<file path="src/rtl/pdc_pkg.sv">
// Package of constants and types for the power-down mode controller
package pdc_pkg;

    // Register bus geometry
    localparam int ADDR_W = 2;
    localparam int DATA_W = 8;

    // Register offsets
    localparam logic [1:0] OFS_SYSCTL = 2'h0;
    localparam logic [1:0] OFS_STATUS = 2'h1;

    // Field positions of system_control_reg
    localparam int POS_STANDBY_SEL = 7;
    localparam int POS_STS_HI = 6;
    localparam int POS_STS_LO = 4;
    localparam int POS_NMI_EDGE = 2;

    // Reset values of the control fields
    localparam logic RST_STANDBY_SEL = 1'h0;
    localparam logic [2:0] RST_STS = 3'h0;
    localparam logic RST_NMI_EDGE = 1'h0;
    // NMI history starts at the pin's idle high level
    localparam logic RST_NMI_PREV = 1'h1;

    // Field positions of the status register
    localparam int POS_STATE_LO = 0;
    localparam int POS_IMASK = 6;

    // Settle-time codes and their lengths in system clock states
    localparam logic [2:0] STS_8K = 3'h0;
    localparam logic [2:0] STS_16K = 3'h1;
    localparam logic [2:0] STS_32K = 3'h2;
    localparam logic [2:0] STS_64K = 3'h3;
    localparam logic [2:0] STS_128K = 3'h4;
    localparam logic [2:0] STS_1K = 3'h5;
    localparam int SETTLE_STATES_0 = 8192;
    localparam int SETTLE_STATES_1 = 16384;
    localparam int SETTLE_STATES_2 = 32768;
    localparam int SETTLE_STATES_3 = 65536;
    localparam int SETTLE_STATES_4 = 131072;
    localparam int SETTLE_STATES_5 = 1024;
    localparam int SETTLE_CNT_W = 18;

    // External interrupt lines that may wake from software standby
    localparam int NUM_IRQ = 8;
    localparam logic [7:0] STANDBY_WAKE_IRQ = 8'h47;

    // Power state, one-hot
    typedef enum logic [5:0] {
        ST_RUN = 6'h01,
        ST_SLEEP = 6'h02,
        ST_SWSTANDBY = 6'h04,
        ST_SETTLE = 6'h08,
        ST_RESET = 6'h10,
        ST_HWSTBY = 6'h20
    } pdc_state_t;

endpackage : pdc_pkg

</file>
<file path="src/rtl/pdc_settle_cnt.sv">
// Oscillator settling counter for wake-up from software standby
`timescale 1ns/1ps
module pdc_settle_cnt #(
    parameter int CNT_W = pdc_pkg::SETTLE_CNT_W
) (
    // Clock and reset
    input wire logic i_mclk,
    input wire logic i_rst_b,
    // Control
    input wire logic i_start,
    input wire logic i_abort,
    input wire logic [CNT_W-1:0] i_len,
    // Status
    output logic o_busy,
    output logic o_done
);

    typedef struct packed {
        logic busy;
        logic [CNT_W-1:0] cnt;
    } pdc_cnt_st_t;

    pdc_cnt_st_t st_q;
    pdc_cnt_st_t st_d;

    // Count down; done fires in the last state of the wait
    always_comb begin
        st_d = st_q;
        if (i_abort) begin
            st_d.busy = 1'b0;
        end else if (i_start) begin
            st_d.busy = 1'b1;
            st_d.cnt = i_len;
        end else if (st_q.busy) begin
            st_d.cnt = st_q.cnt - 1'b1;
            if (st_q.cnt == {{(CNT_W-1){1'b0}}, 1'b1}) begin
                st_d.busy = 1'b0;
            end
        end
    end

    always_ff @(posedge i_mclk or negedge i_rst_b) begin
        if (!i_rst_b) begin
            st_q <= '0;
        end else begin
            st_q <= st_d;
        end
    end

    assign o_busy = st_q.busy;
    // Combinational so the wake lands exactly on the selected count
    assign o_done = st_q.busy && !i_abort && (st_q.cnt == {{(CNT_W-1){1'b0}}, 1'b1});

endmodule : pdc_settle_cnt

</file>
<file path="src/rtl/pdc_ctrl.sv">
// Power-down mode controller: sleep, software standby and settling wait
//
// Added by the designer: the strobed register port and the placing of the registers.
`timescale 1ns/1ps
module pdc_ctrl #(
    parameter int NUM_PIRQ = 8,
    parameter int P_SETTLE_0 = pdc_pkg::SETTLE_STATES_0,
    parameter int P_SETTLE_1 = pdc_pkg::SETTLE_STATES_1,
    parameter int P_SETTLE_2 = pdc_pkg::SETTLE_STATES_2,
    parameter int P_SETTLE_3 = pdc_pkg::SETTLE_STATES_3,
    parameter int P_SETTLE_4 = pdc_pkg::SETTLE_STATES_4,
    parameter int P_SETTLE_5 = pdc_pkg::SETTLE_STATES_5
) (
    // Clock and power-on reset
    input wire logic i_mclk,
    input wire logic i_rst_b,
    // Register port
    input wire logic [pdc_pkg::ADDR_W-1:0] i_addr,
    input wire logic [pdc_pkg::DATA_W-1:0] i_wdata,
    input wire logic i_wr,
    input wire logic i_rd,
    output logic [pdc_pkg::DATA_W-1:0] o_rdata,
    // CPU side
    input wire logic i_sleep_exec,
    input wire logic i_imask,
    // Interrupt sources
    input wire logic i_nmi,
    input wire logic [pdc_pkg::NUM_IRQ-1:0] i_irq_req,
    input wire logic [pdc_pkg::NUM_IRQ-1:0] i_irq_en,
    input wire logic [7:0] i_key_wake_input_n,
    input wire logic [NUM_PIRQ-1:0] i_periph_irq_req,
    input wire logic [NUM_PIRQ-1:0] i_periph_irq_en,
    // External control pins
    input wire logic i_external_reset_in_n,
    input wire logic i_hw_standby_in_n,
    // Power control outputs
    output logic o_cpu_halt,
    output logic o_clk_en,
    output logic o_osc_en,
    output logic o_periph_run,
    output logic o_periph_rst_n,
    output logic o_port_hold,
    output logic o_port_hiz,
    output logic o_chip_reset,
    output logic o_wake_irq,
    output logic o_reset_exc
);

    localparam int CW = pdc_pkg::SETTLE_CNT_W;

    // Refuse settle lengths the counter cannot hold
    initial begin
        if (P_SETTLE_0 < 2 || P_SETTLE_0 >= (1 << CW) || P_SETTLE_1 < 2 ||
            P_SETTLE_1 >= (1 << CW) || P_SETTLE_2 < 2 || P_SETTLE_2 >= (1 << CW) ||
            P_SETTLE_3 < 2 || P_SETTLE_3 >= (1 << CW) || P_SETTLE_4 < 2 ||
            P_SETTLE_4 >= (1 << CW) || P_SETTLE_5 < 2 || P_SETTLE_5 >= (1 << CW) ||
            NUM_PIRQ < 1) begin
            $error("pdc_ctrl: settle length or peripheral count out of range");
        end
    end

    typedef struct packed {
        pdc_pkg::pdc_state_t state;
        logic standby_sel;
        logic [2:0] sts;
        logic nmi_edge_sel;
        logic imask;
        logic nmi_prev;
        logic [pdc_pkg::DATA_W-1:0] rdata;
        logic wake_irq;
        logic reset_exc;
        logic [CW-1:0] wait_cnt;
    } pdc_ctrl_st_t;

    pdc_ctrl_st_t st_q;
    pdc_ctrl_st_t st_d;

    logic nmi_edge;
    logic sleep_wake;
    logic swstandby_wake;
    logic [pdc_pkg::NUM_IRQ-1:0] irq_live;
    logic cnt_start;
    logic cnt_abort;
    logic cnt_done;
    logic [CW-1:0] settle_len;

    // Wait length per code; unused codes take the code 4 wait, the longest at default lengths
    always_comb begin
        if (st_q.sts == pdc_pkg::STS_8K) begin
            settle_len = CW'(P_SETTLE_0);
        end else if (st_q.sts == pdc_pkg::STS_16K) begin
            settle_len = CW'(P_SETTLE_1);
        end else if (st_q.sts == pdc_pkg::STS_32K) begin
            settle_len = CW'(P_SETTLE_2);
        end else if (st_q.sts == pdc_pkg::STS_64K) begin
            settle_len = CW'(P_SETTLE_3);
        end else if (st_q.sts == pdc_pkg::STS_1K) begin
            settle_len = CW'(P_SETTLE_5);
        end else begin
            settle_len = CW'(P_SETTLE_4);
        end
    end

    // NMI edge picked by the edge select bit
    assign nmi_edge = st_q.nmi_edge_sel ? (i_nmi && !st_q.nmi_prev)
                                 : (!i_nmi && st_q.nmi_prev);

    // Key inputs join external interrupt 6; every request needs its enable
    always_comb begin
        irq_live = i_irq_req & i_irq_en;
        irq_live[6] = (i_irq_req[6] || !(&i_key_wake_input_n)) && i_irq_en[6];
    end

    // Sleep wakes on any request; masked entry leaves only NMI
    assign sleep_wake = nmi_edge || (!st_q.imask &&
        ((|irq_live) || (|(i_periph_irq_req & i_periph_irq_en))));

    // Only NMI and lines 0-2, 6 reach through standby; software owns the rest
    assign swstandby_wake = nmi_edge || (|(irq_live & pdc_pkg::STANDBY_WAKE_IRQ));

    // Next-state and register logic
    always_comb begin
        st_d = st_q;
        st_d.nmi_prev = i_nmi;
        st_d.wake_irq = 1'b0;
        st_d.reset_exc = 1'b0;
        st_d.rdata = '0;
        st_d.wait_cnt = (st_q.state == pdc_pkg::ST_SETTLE) ? st_q.wait_cnt + 1'b1 : '0;
        // Register writes; besides these, only the reset and hardware standby states clear the select bit
        if (i_wr && i_addr == pdc_pkg::OFS_SYSCTL) begin
            st_d.standby_sel = i_wdata[pdc_pkg::POS_STANDBY_SEL];
            st_d.sts = i_wdata[pdc_pkg::POS_STS_HI:pdc_pkg::POS_STS_LO];
            st_d.nmi_edge_sel = i_wdata[pdc_pkg::POS_NMI_EDGE];
        end
        // Register reads, data one cycle later
        if (i_rd && i_addr == pdc_pkg::OFS_SYSCTL) begin
            st_d.rdata[pdc_pkg::POS_STANDBY_SEL] = st_q.standby_sel;
            st_d.rdata[pdc_pkg::POS_STS_HI:pdc_pkg::POS_STS_LO] = st_q.sts;
            st_d.rdata[pdc_pkg::POS_NMI_EDGE] = st_q.nmi_edge_sel;
        end else if (i_rd && i_addr == pdc_pkg::OFS_STATUS) begin
            st_d.rdata[pdc_pkg::POS_STATE_LO +: 6] = st_q.state;
            st_d.rdata[pdc_pkg::POS_IMASK] = st_q.imask;
        end
        // Standby pin beats reset pin, which beats interrupts
        if (!i_hw_standby_in_n) begin
            st_d.state = pdc_pkg::ST_HWSTBY;
        end else if (!i_external_reset_in_n) begin
            st_d.state = pdc_pkg::ST_RESET;
        end else begin
            case (st_q.state)
                pdc_pkg::ST_RUN: begin
                    if (i_sleep_exec) begin
                        st_d.imask = i_imask;
                        st_d.state = st_q.standby_sel ? pdc_pkg::ST_SWSTANDBY
                                               : pdc_pkg::ST_SLEEP;
                    end
                end
                pdc_pkg::ST_SLEEP: begin
                    if (sleep_wake) begin
                        st_d.state = pdc_pkg::ST_RUN;
                        st_d.wake_irq = 1'b1;
                    end
                end
                pdc_pkg::ST_SWSTANDBY: begin
                    if (swstandby_wake) begin
                        st_d.state = pdc_pkg::ST_SETTLE;
                    end
                end
                pdc_pkg::ST_SETTLE: begin
                    if (cnt_done) begin
                        st_d.state = pdc_pkg::ST_RUN;
                        st_d.wake_irq = 1'b1;
                    end
                end
                pdc_pkg::ST_RESET: begin
                    st_d.state = pdc_pkg::ST_RUN;
                    st_d.reset_exc = 1'b1;
                end
                pdc_pkg::ST_HWSTBY: begin
                    // Leaving needs the reset pin low, caught above
                    st_d.state = pdc_pkg::ST_HWSTBY;
                end
                default: begin
                    st_d.state = pdc_pkg::ST_RUN;
                end
            endcase
        end
        // Reset state and hardware standby put the control fields back
        if (st_q.state == pdc_pkg::ST_RESET || st_q.state == pdc_pkg::ST_HWSTBY) begin
            st_d.standby_sel = pdc_pkg::RST_STANDBY_SEL;
            st_d.sts = pdc_pkg::RST_STS;
            st_d.nmi_edge_sel = pdc_pkg::RST_NMI_EDGE;
        end
    end

    // State register; NMI history starts high so no false edge follows reset
    always_ff @(posedge i_mclk or negedge i_rst_b) begin
        if (!i_rst_b) begin
            st_q <= '{state: pdc_pkg::ST_RUN, standby_sel: pdc_pkg::RST_STANDBY_SEL,
                      sts: pdc_pkg::RST_STS, nmi_edge_sel: pdc_pkg::RST_NMI_EDGE,
                      nmi_prev: pdc_pkg::RST_NMI_PREV, default: '0};
        end else begin
            st_q <= st_d;
        end
    end

    // Counter loads on entry to the wait and drops on any pin exit
    assign cnt_start = (st_d.state == pdc_pkg::ST_SETTLE) &&
                       (st_q.state != pdc_pkg::ST_SETTLE);
    assign cnt_abort = (st_q.state == pdc_pkg::ST_SETTLE) &&
                       (!i_hw_standby_in_n || !i_external_reset_in_n);

    // Settling counter; the master clock stands in for the oscillator output
    pdc_settle_cnt #(
        .CNT_W(CW)
    ) u_settle (
        .i_mclk(i_mclk),
        .i_rst_b(i_rst_b),
        .i_start(cnt_start),
        .i_abort(cnt_abort),
        .i_len(settle_len),
        .o_busy(),
        .o_done(cnt_done)
    );

    // Power control decode from the one-hot state
    assign o_cpu_halt = (st_q.state != pdc_pkg::ST_RUN);
    assign o_clk_en = (st_q.state == pdc_pkg::ST_RUN) ||
                      (st_q.state == pdc_pkg::ST_SLEEP) ||
                      (st_q.state == pdc_pkg::ST_RESET);
    assign o_osc_en = (st_q.state != pdc_pkg::ST_SWSTANDBY) &&
                      (st_q.state != pdc_pkg::ST_HWSTBY);
    assign o_periph_run = (st_q.state == pdc_pkg::ST_RUN) ||
                          (st_q.state == pdc_pkg::ST_SLEEP);
    // Peripherals held in reset for the whole standby span
    assign o_periph_rst_n = (st_q.state == pdc_pkg::ST_RUN) ||
                            (st_q.state == pdc_pkg::ST_SLEEP);
    // Hold keeps output current flowing; that is the price of retention
    assign o_port_hold = (st_q.state == pdc_pkg::ST_SLEEP) ||
                         (st_q.state == pdc_pkg::ST_SWSTANDBY) ||
                         (st_q.state == pdc_pkg::ST_SETTLE);
    assign o_port_hiz = (st_q.state == pdc_pkg::ST_HWSTBY);
    assign o_chip_reset = (st_q.state == pdc_pkg::ST_RESET);
    assign o_wake_irq = st_q.wake_irq;
    assign o_reset_exc = st_q.reset_exc;
    assign o_rdata = st_q.rdata;

    // Pins released for checks below
    logic pins_idle;
    assign pins_idle = i_hw_standby_in_n && i_external_reset_in_n;
endmodule : pdc_ctrl

</file>
<file path="config.mk">
export PLATFORM = sky130hd
export DESIGN_NAME = pdc_ctrl
export DESIGN_NICKNAME = d
export VERILOG_FILES = /design/src/rtl/pdc_pkg.sv /design/src/rtl/pdc_settle_cnt.sv /design/src/rtl/pdc_ctrl.sv
export SDC_FILE = /design/constraint.sdc
export NUM_CORES = 1
export LEC_CHECK = 0
export BUFFER_PORTS_ARGS = -buffer_cell sky130_fd_sc_hd__clkbuf_2
export CORE_UTILIZATION = 49
export DETAILED_ROUTE_END_ITERATION = 10
export PLACE_DENSITY_LB_ADDON = 0.05
export SYNTH_ARGS = -nofsm -noshare
export SYNTH_HDL_FRONTEND = slang
export SYNTH_HIERARCHICAL = 1
export SYNTH_SLANG_ARGS = --single-unit
</file>
<file path="constraint.sdc">
create_clock -name i_mclk -period 6.9 [get_ports i_mclk]
set_input_delay 1.035 -clock i_mclk [delete_from_list [all_inputs] [get_ports i_mclk]]
set_output_delay 1.035 -clock i_mclk [all_outputs]
set_load 0.01 [all_outputs]
</file>
### Word-level counts from Yosys, hierarchy flattened

Cells that the tools add are included.

* $add $sub $neg: 1
* $mul: 0
* div/mod/pow operators: 0
* $lt $le $gt $ge: 0
* equality and inequality tests: 17
* shifts and indexed selects: 0
* muxes and demuxes: 32
* bitwise gates (word level): 3
* reductions and logical operators: 39

Operators by type and width (number)
* $mux 18: 5
* $mux 19: 2
* $mux 6: 6
* $pmux 6 s5: 1
* $eq 18x1->1 const B: 1
* $sub 18x1->18 const B: 1
* $and 8x8->8: 2
* $reduce_or 8->1: 2
* $eq 6x4->1 const B: 2
* $logic_and 1x1->1: 12
* $logic_or 1x1->1: 10
* $mux 5: 2
* $mux 1: 9
* $reduce_and 8->1: 1
* $logic_not 1->1: 7
* $mux 7: 1
* $eq 3x2->1 const B: 2
* $eq 6x1->1 const B: 1
* $eq 6x2->1 const B: 1
* $eq 6x3->1 const B: 1
* $eq 6x5->1 const B: 1
* $eq 6x6->1 const B: 1
* $mux 2: 3
* $mux 3: 2
* other kinds (15): 16

* register bits after elaboration: 42
* bits in latches: 0
* bits in writable memories: 0
* bits in read-only memories: 0
* bits of input ports: 59
* output and inout bits: 18
* logic and storage cells: 103
* memories kept: 0

### Logic depth before layout (Yosys ltp)

* word-level depth: 16
* mapped depth: 11
* gate-level depth less buffers: 11

### Modules after synthesis

The synthesis kept the hierarchy.

Modules (own cells, without submodules)
* pdc_ctrl: instances 1, cells each 135, area each 1295.0 µm², sequential area each 578.1 µm²
* pdc_settle_cnt: instances 1, cells each 149, area each 1241.2 µm², sequential area each 475.5 µm²

### Worst setup path before layout

Ideal clock, no wire load.

* path type: in2reg
* from: input i_key_wake_input_n[7]
* to: register u_settle/st_q[12] in the netlist's numbering
* library setup time: 101 ps
* arrival time: 2601 ps
* slack: 4199 ps
* stages on the path: 8
* path buffers: 0
* cells stage by stage: nand4_1 > o41ai_2 > a31oi_1 > nor2b_1 > nor2b_1 > nand3_1 > or3_4 > o311ai_2

* cells in the longest elaborated chain, start to end: 16
* elaborated cells on any way between the ends: 20
* those cells by class: 1 x eq/ne; 6 x mux; 13 x reduce/logical

Ends and longest elaborated chain
* start, declared: RTL line pdc_ctrl.sv:30 `input wire logic [7:0] i_key_wake_input_n,`
* $reduce_and 8->1 (*): RTL line pdc_ctrl.sv:111 `irq_live[6] = (i_irq_req[6] || !(&i_key_wake_input_n)) && i_irq_en[6];`
* $logic_not 1->1 (*): RTL line pdc_ctrl.sv:111
* $logic_or 1x1->1 (*): RTL line pdc_ctrl.sv:111
* $logic_and 1x1->1 (*): RTL line pdc_ctrl.sv:111
* $reduce_or 8->1: RTL line pdc_ctrl.sv:116 `((|irq_live) || (|(i_periph_irq_req & i_periph_irq_en))));`
* $logic_or 1x1->1: RTL line pdc_ctrl.sv:116
* $logic_and 1x1->1: RTL line pdc_ctrl.sv:115 `assign sleep_wake = nmi_edge || (!st_q.imask &&`
* $logic_or 1x1->1: RTL line pdc_ctrl.sv:115
* $mux 6: RTL line pdc_ctrl.sv:159 `if (sleep_wake) begin`
* $pmux 6 s5 (*): RTL line pdc_ctrl.sv:150 `case (st_q.state)`
* $mux 6 (*): RTL line pdc_ctrl.sv:147 `end else if (!i_external_reset_in_n) begin`
* $mux 6 (*): RTL line pdc_ctrl.sv:145 `if (!i_hw_standby_in_n) begin`
* $eq 6x4->1 (*): RTL line pdc_ctrl.sv:208 `assign cnt_start = (st_d.state == pdc_pkg::ST_SETTLE) &&`
* $logic_and 1x1->1 (*): RTL line pdc_ctrl.sv:208
* named net cnt_start: RTL line pdc_ctrl.sv:82 `logic cnt_start;`
* $reduce_bool 2->1 (no source line)
* $reduce_and 2->1 (no source line)
* end signal, assigned: RTL line pdc_settle_cnt.sv:46 `st_q <= st_d;`
* end, declared: RTL line pdc_settle_cnt.sv:23 `pdc_cnt_st_t st_q;`

The timed path passes the listed nets; every way through them passes the cells marked *.
A chain may end at the register's enable or synchronous reset.

### Final worst setup path

Ends and elaborated chain as after synthesis.

==> flow_summary.yaml <==
outcome:
  status: "finished clean"
synth:
  yosysWarningCount: 6
  yosysUniqueCellTypes: 59
  ys_dominant_reg_cell: "dfrtp_1"
  syn_inst: 284
  ys_ff_latch: 42
  synthesis.area_sq_um: 2540
  async_flop_share: 1.00
  syn_area_per_cell_sq_um: 8.93
  synth_edf_count: 0
  synth.yosys.seq_area_share: 0.415
power:
  vdd_drop_max_mv: 0.106
  power_density_nw_per_um2: 162
  p_leak_nw: 1.51
  finalPower_mw: 0.490
worst_setup_path:
  cp_slowest_stage_delay_ns: 0.38
  reg2reg_slack_ns: 4.13
  crit_chain: "clkbuf_2, nand4_1, o41ai_2, a31oi_1, nor2b_2, buf_4, nor2b_1, nand3_1, or3_4, o311ai_2"
  worstSetupPathType: "in -> reg"
  r2r-end: "u_settle/st_q[16]"
  regToRegStartpoint: "st_q[36]"
  startpoint_type: "primary input"
  worstPathArrival_ns: 3.17
  slowest_stage: "or3_4"
  reg2reg_depth: 8
  cp.required_ns: 7.11
  endpoint_kind: "flip-flop"
  crit_fanout: 33
timing:
  final_max_slew_viol_count: 0
  fin_skew_ns: 0.00587
  tightest_slew_ns: 1.04
  fin_crit_sh: 0.429
  fin_setup_tns_ns: 0
  slew_headroom: 0.306
  hold_viol: 0
  fin_crit_ns: 2.96
  max_freq_mhz: 337
  finalSetupViolCount: 0
  rsz0062_at_grt: "false"
routing:
  routed_wl_um: 5950
  viasPerCell: 5.47
  drc: 0
  wire_per_inst_um: 14.0
  drtPass1Iterations: 4
  vias: 2331
  final_antenna_net_count: 0
  drtIter0Drc: 100
min_path:
  hold_depth: 1
  holdPathEnd: "u_settle/st_q[10]"
  min-delay-start: "u_settle/st_q[10]"
  min_path_type: "reg -> reg"
layout:
  fillers: 437
  num_antenna_cells: 0
  stdcell_area_sq_um: 3030
  final_cell_mix: "clkbuf_2, dfrtp_1, nor2_1"
  syn_to_final_growth_pct: 19.5
  drive_gt1_frac: 0.270
  layout_commonest_cell: "clkbuf_2"
  nets: 419
global_routing:
  track_usage: 0.243
  first_global_vias: 2143
  grt_antenna_before_repair: 0
  grt_pass1_wl_um: 10100
  overflow: 0
  grt_max_degree: 43
floorplan:
  chipWidth_um: 73.9
  start_util: 0.523
  io_pins: 77
  core_area_sq_um: 4850
  dieArea_sq_um: 5470
  rows: 25
  fp.dieH_um: 73.9
place:
  place.gp.congestion: 0.812
  io_buffers: 73
  placed_cell_area_sq_um: 2940
  hpwl_um: 4520
clock_network:
  clockRootBuffer: "clkbuf_8"
  postCtsHoldBufs: 0
  clk_latency_ns: 0.30
  cts_max_level: 2
  clockBufferDepth: 2
  cts_sinks: 42
  numCtsBuffers: 5
  clk_pin_slew_ns: 0.09
  cts_resized: 0
  cts_tree: "built"
  postCtsSetupBuffers: 0
flow_run:
  drv_cap: 0
## worst max-delay path by stage
| stage | start | to | slack (ns) | cells after the start |
|---|---|---|---|---|
| after CTS | i_key_wake_input_n[7] | u_settle/st_q[12] | 3.93 | 10 |
| after global placement | i_irq_req[0] | u_settle/st_q[12] | 3.62 | 9 |
| after global routing | st_q[36] | u_settle/st_q[16] | 3.74 | 8 |
| after floorplan | i_key_wake_input_n[7] | u_settle/st_q[12] | 4.20 | 8 |
| final | i_key_wake_input_n[7] | u_settle/st_q[12] | 3.94 | 10 |
| after detailed placement | i_key_wake_input_n[7] | u_settle/st_q[12] | 3.61 | 10 |
## Yosys cell counts (2+ instances only)
master,n,area [sq um]
and3b_1,2,17.5
nor2_1,33,124
or4_1,4,30.0
nor4_1,4,25.0
o21ai_0,18,90.1
a221oi_1,3,26.3
inv_1,11,41.3
nor3_1,12,60.1
nand4_1,2,12.5
nand3_1,13,65.1
mux2i_1,12,120
nand4b_1,2,17.5
clkbuf_1,8,30.0
nand2b_1,6,37.5
nor3b_1,2,15.0
ha_1,2,25.0
or3_1,3,18.8
nand2_1,18,67.6
and3_1,5,31.3
nor4_2,2,25.0
dfstp_2,2,52.6
o211ai_1,6,45.0
nor2b_1,8,50.1
nand3b_1,3,22.5
dfrtp_1,40,1000
o21bai_1,2,15.0
a22oi_1,7,52.6
a22o_1,3,26.3
buf_4,9,67.6
a31oi_1,3,18.8
a21oi_1,11,55.1
## routing by layer
| metal | vias to the layer above | global-route usage | share of wire |
|---|---|---|---|
| li1 | 1167 | - | - |
| met1 | 1104 | 0.355 | 0.50 |
| met2 | 51 | 0.366 | 0.46 |
| met3 | 9 | 0.0420 | 0.030 |
| met4 | 0 | 0.0812 | 0.017 |
| met5 | - | 0 | 0 |
## worst max-delay path: cells and delay by family
| kind | cells | cell delay, ns |
|---|---|---|
| AO/OA/AOI/OAI | 3 | 0.70 |
| buffers and inverters | 2 | 0.31 |
| AND/OR/NAND/NOR | 5 | 1.12 |
## through the flow
stage	hold WS, ns	std cells	util	worst slack, ns
2_1_floorplan	0.473	295	-	4.20
4_1_cts	0.523	426	0.625	3.93
3_3_place_gp	0.500	418	0.606	3.62
5_1_grt	0.532	426	0.625	3.74
6_report	0.517	426	0.625	3.94
3_5_place_dp	0.511	418	0.606	3.61
## cell families (layout without fill, tap and decap cells)
group	after synthesis	count (layout)	synth area share
other	1	12	0.00148
AOI/OAI and AO/OA	68	68	0.189
xor gates and xnor gates	1	1	0.00345
buffers and inverters	31	95	0.0597
DFF	42	42	0.415
muxes	13	13	0.0518
and+or+nand+nor	126	126	0.269
adders and majority gates	2	2	0.00987
## area by class of cell
type | instances | area (sq um) | area share
tap | 67 | 83.8 | 0.0277
clock inverter | 3 | 25.0 | 0.00825
clock buffer | 5 | 68.8 | 0.0227
multi-input combinational | 222 | 1380 | 0.454
timing repair buffer | 75 | 380 | 0.125
sequential | 42 | 1050 | 0.348
inverter | 12 | 45.0 | 0.0149
## power breakdown
part	switching [mW]	internal, mW
Combinational	0.0333	0.0285
Clock	0.0951	0.0731
Sequential	0.00756	0.253
## state kept, by name (all words and copies together), names as in the netlist
| signal | count |
|---|---|
| st_q | 13 |
| u_settle/o_busy | 1 |
| o_wake_irq | 1 |
| o_rdata | 8 |
| o_reset_exc | 1 |
| u_settle/st_q | 18 |
Note: power is estimated with default switching activity, not from simulation.
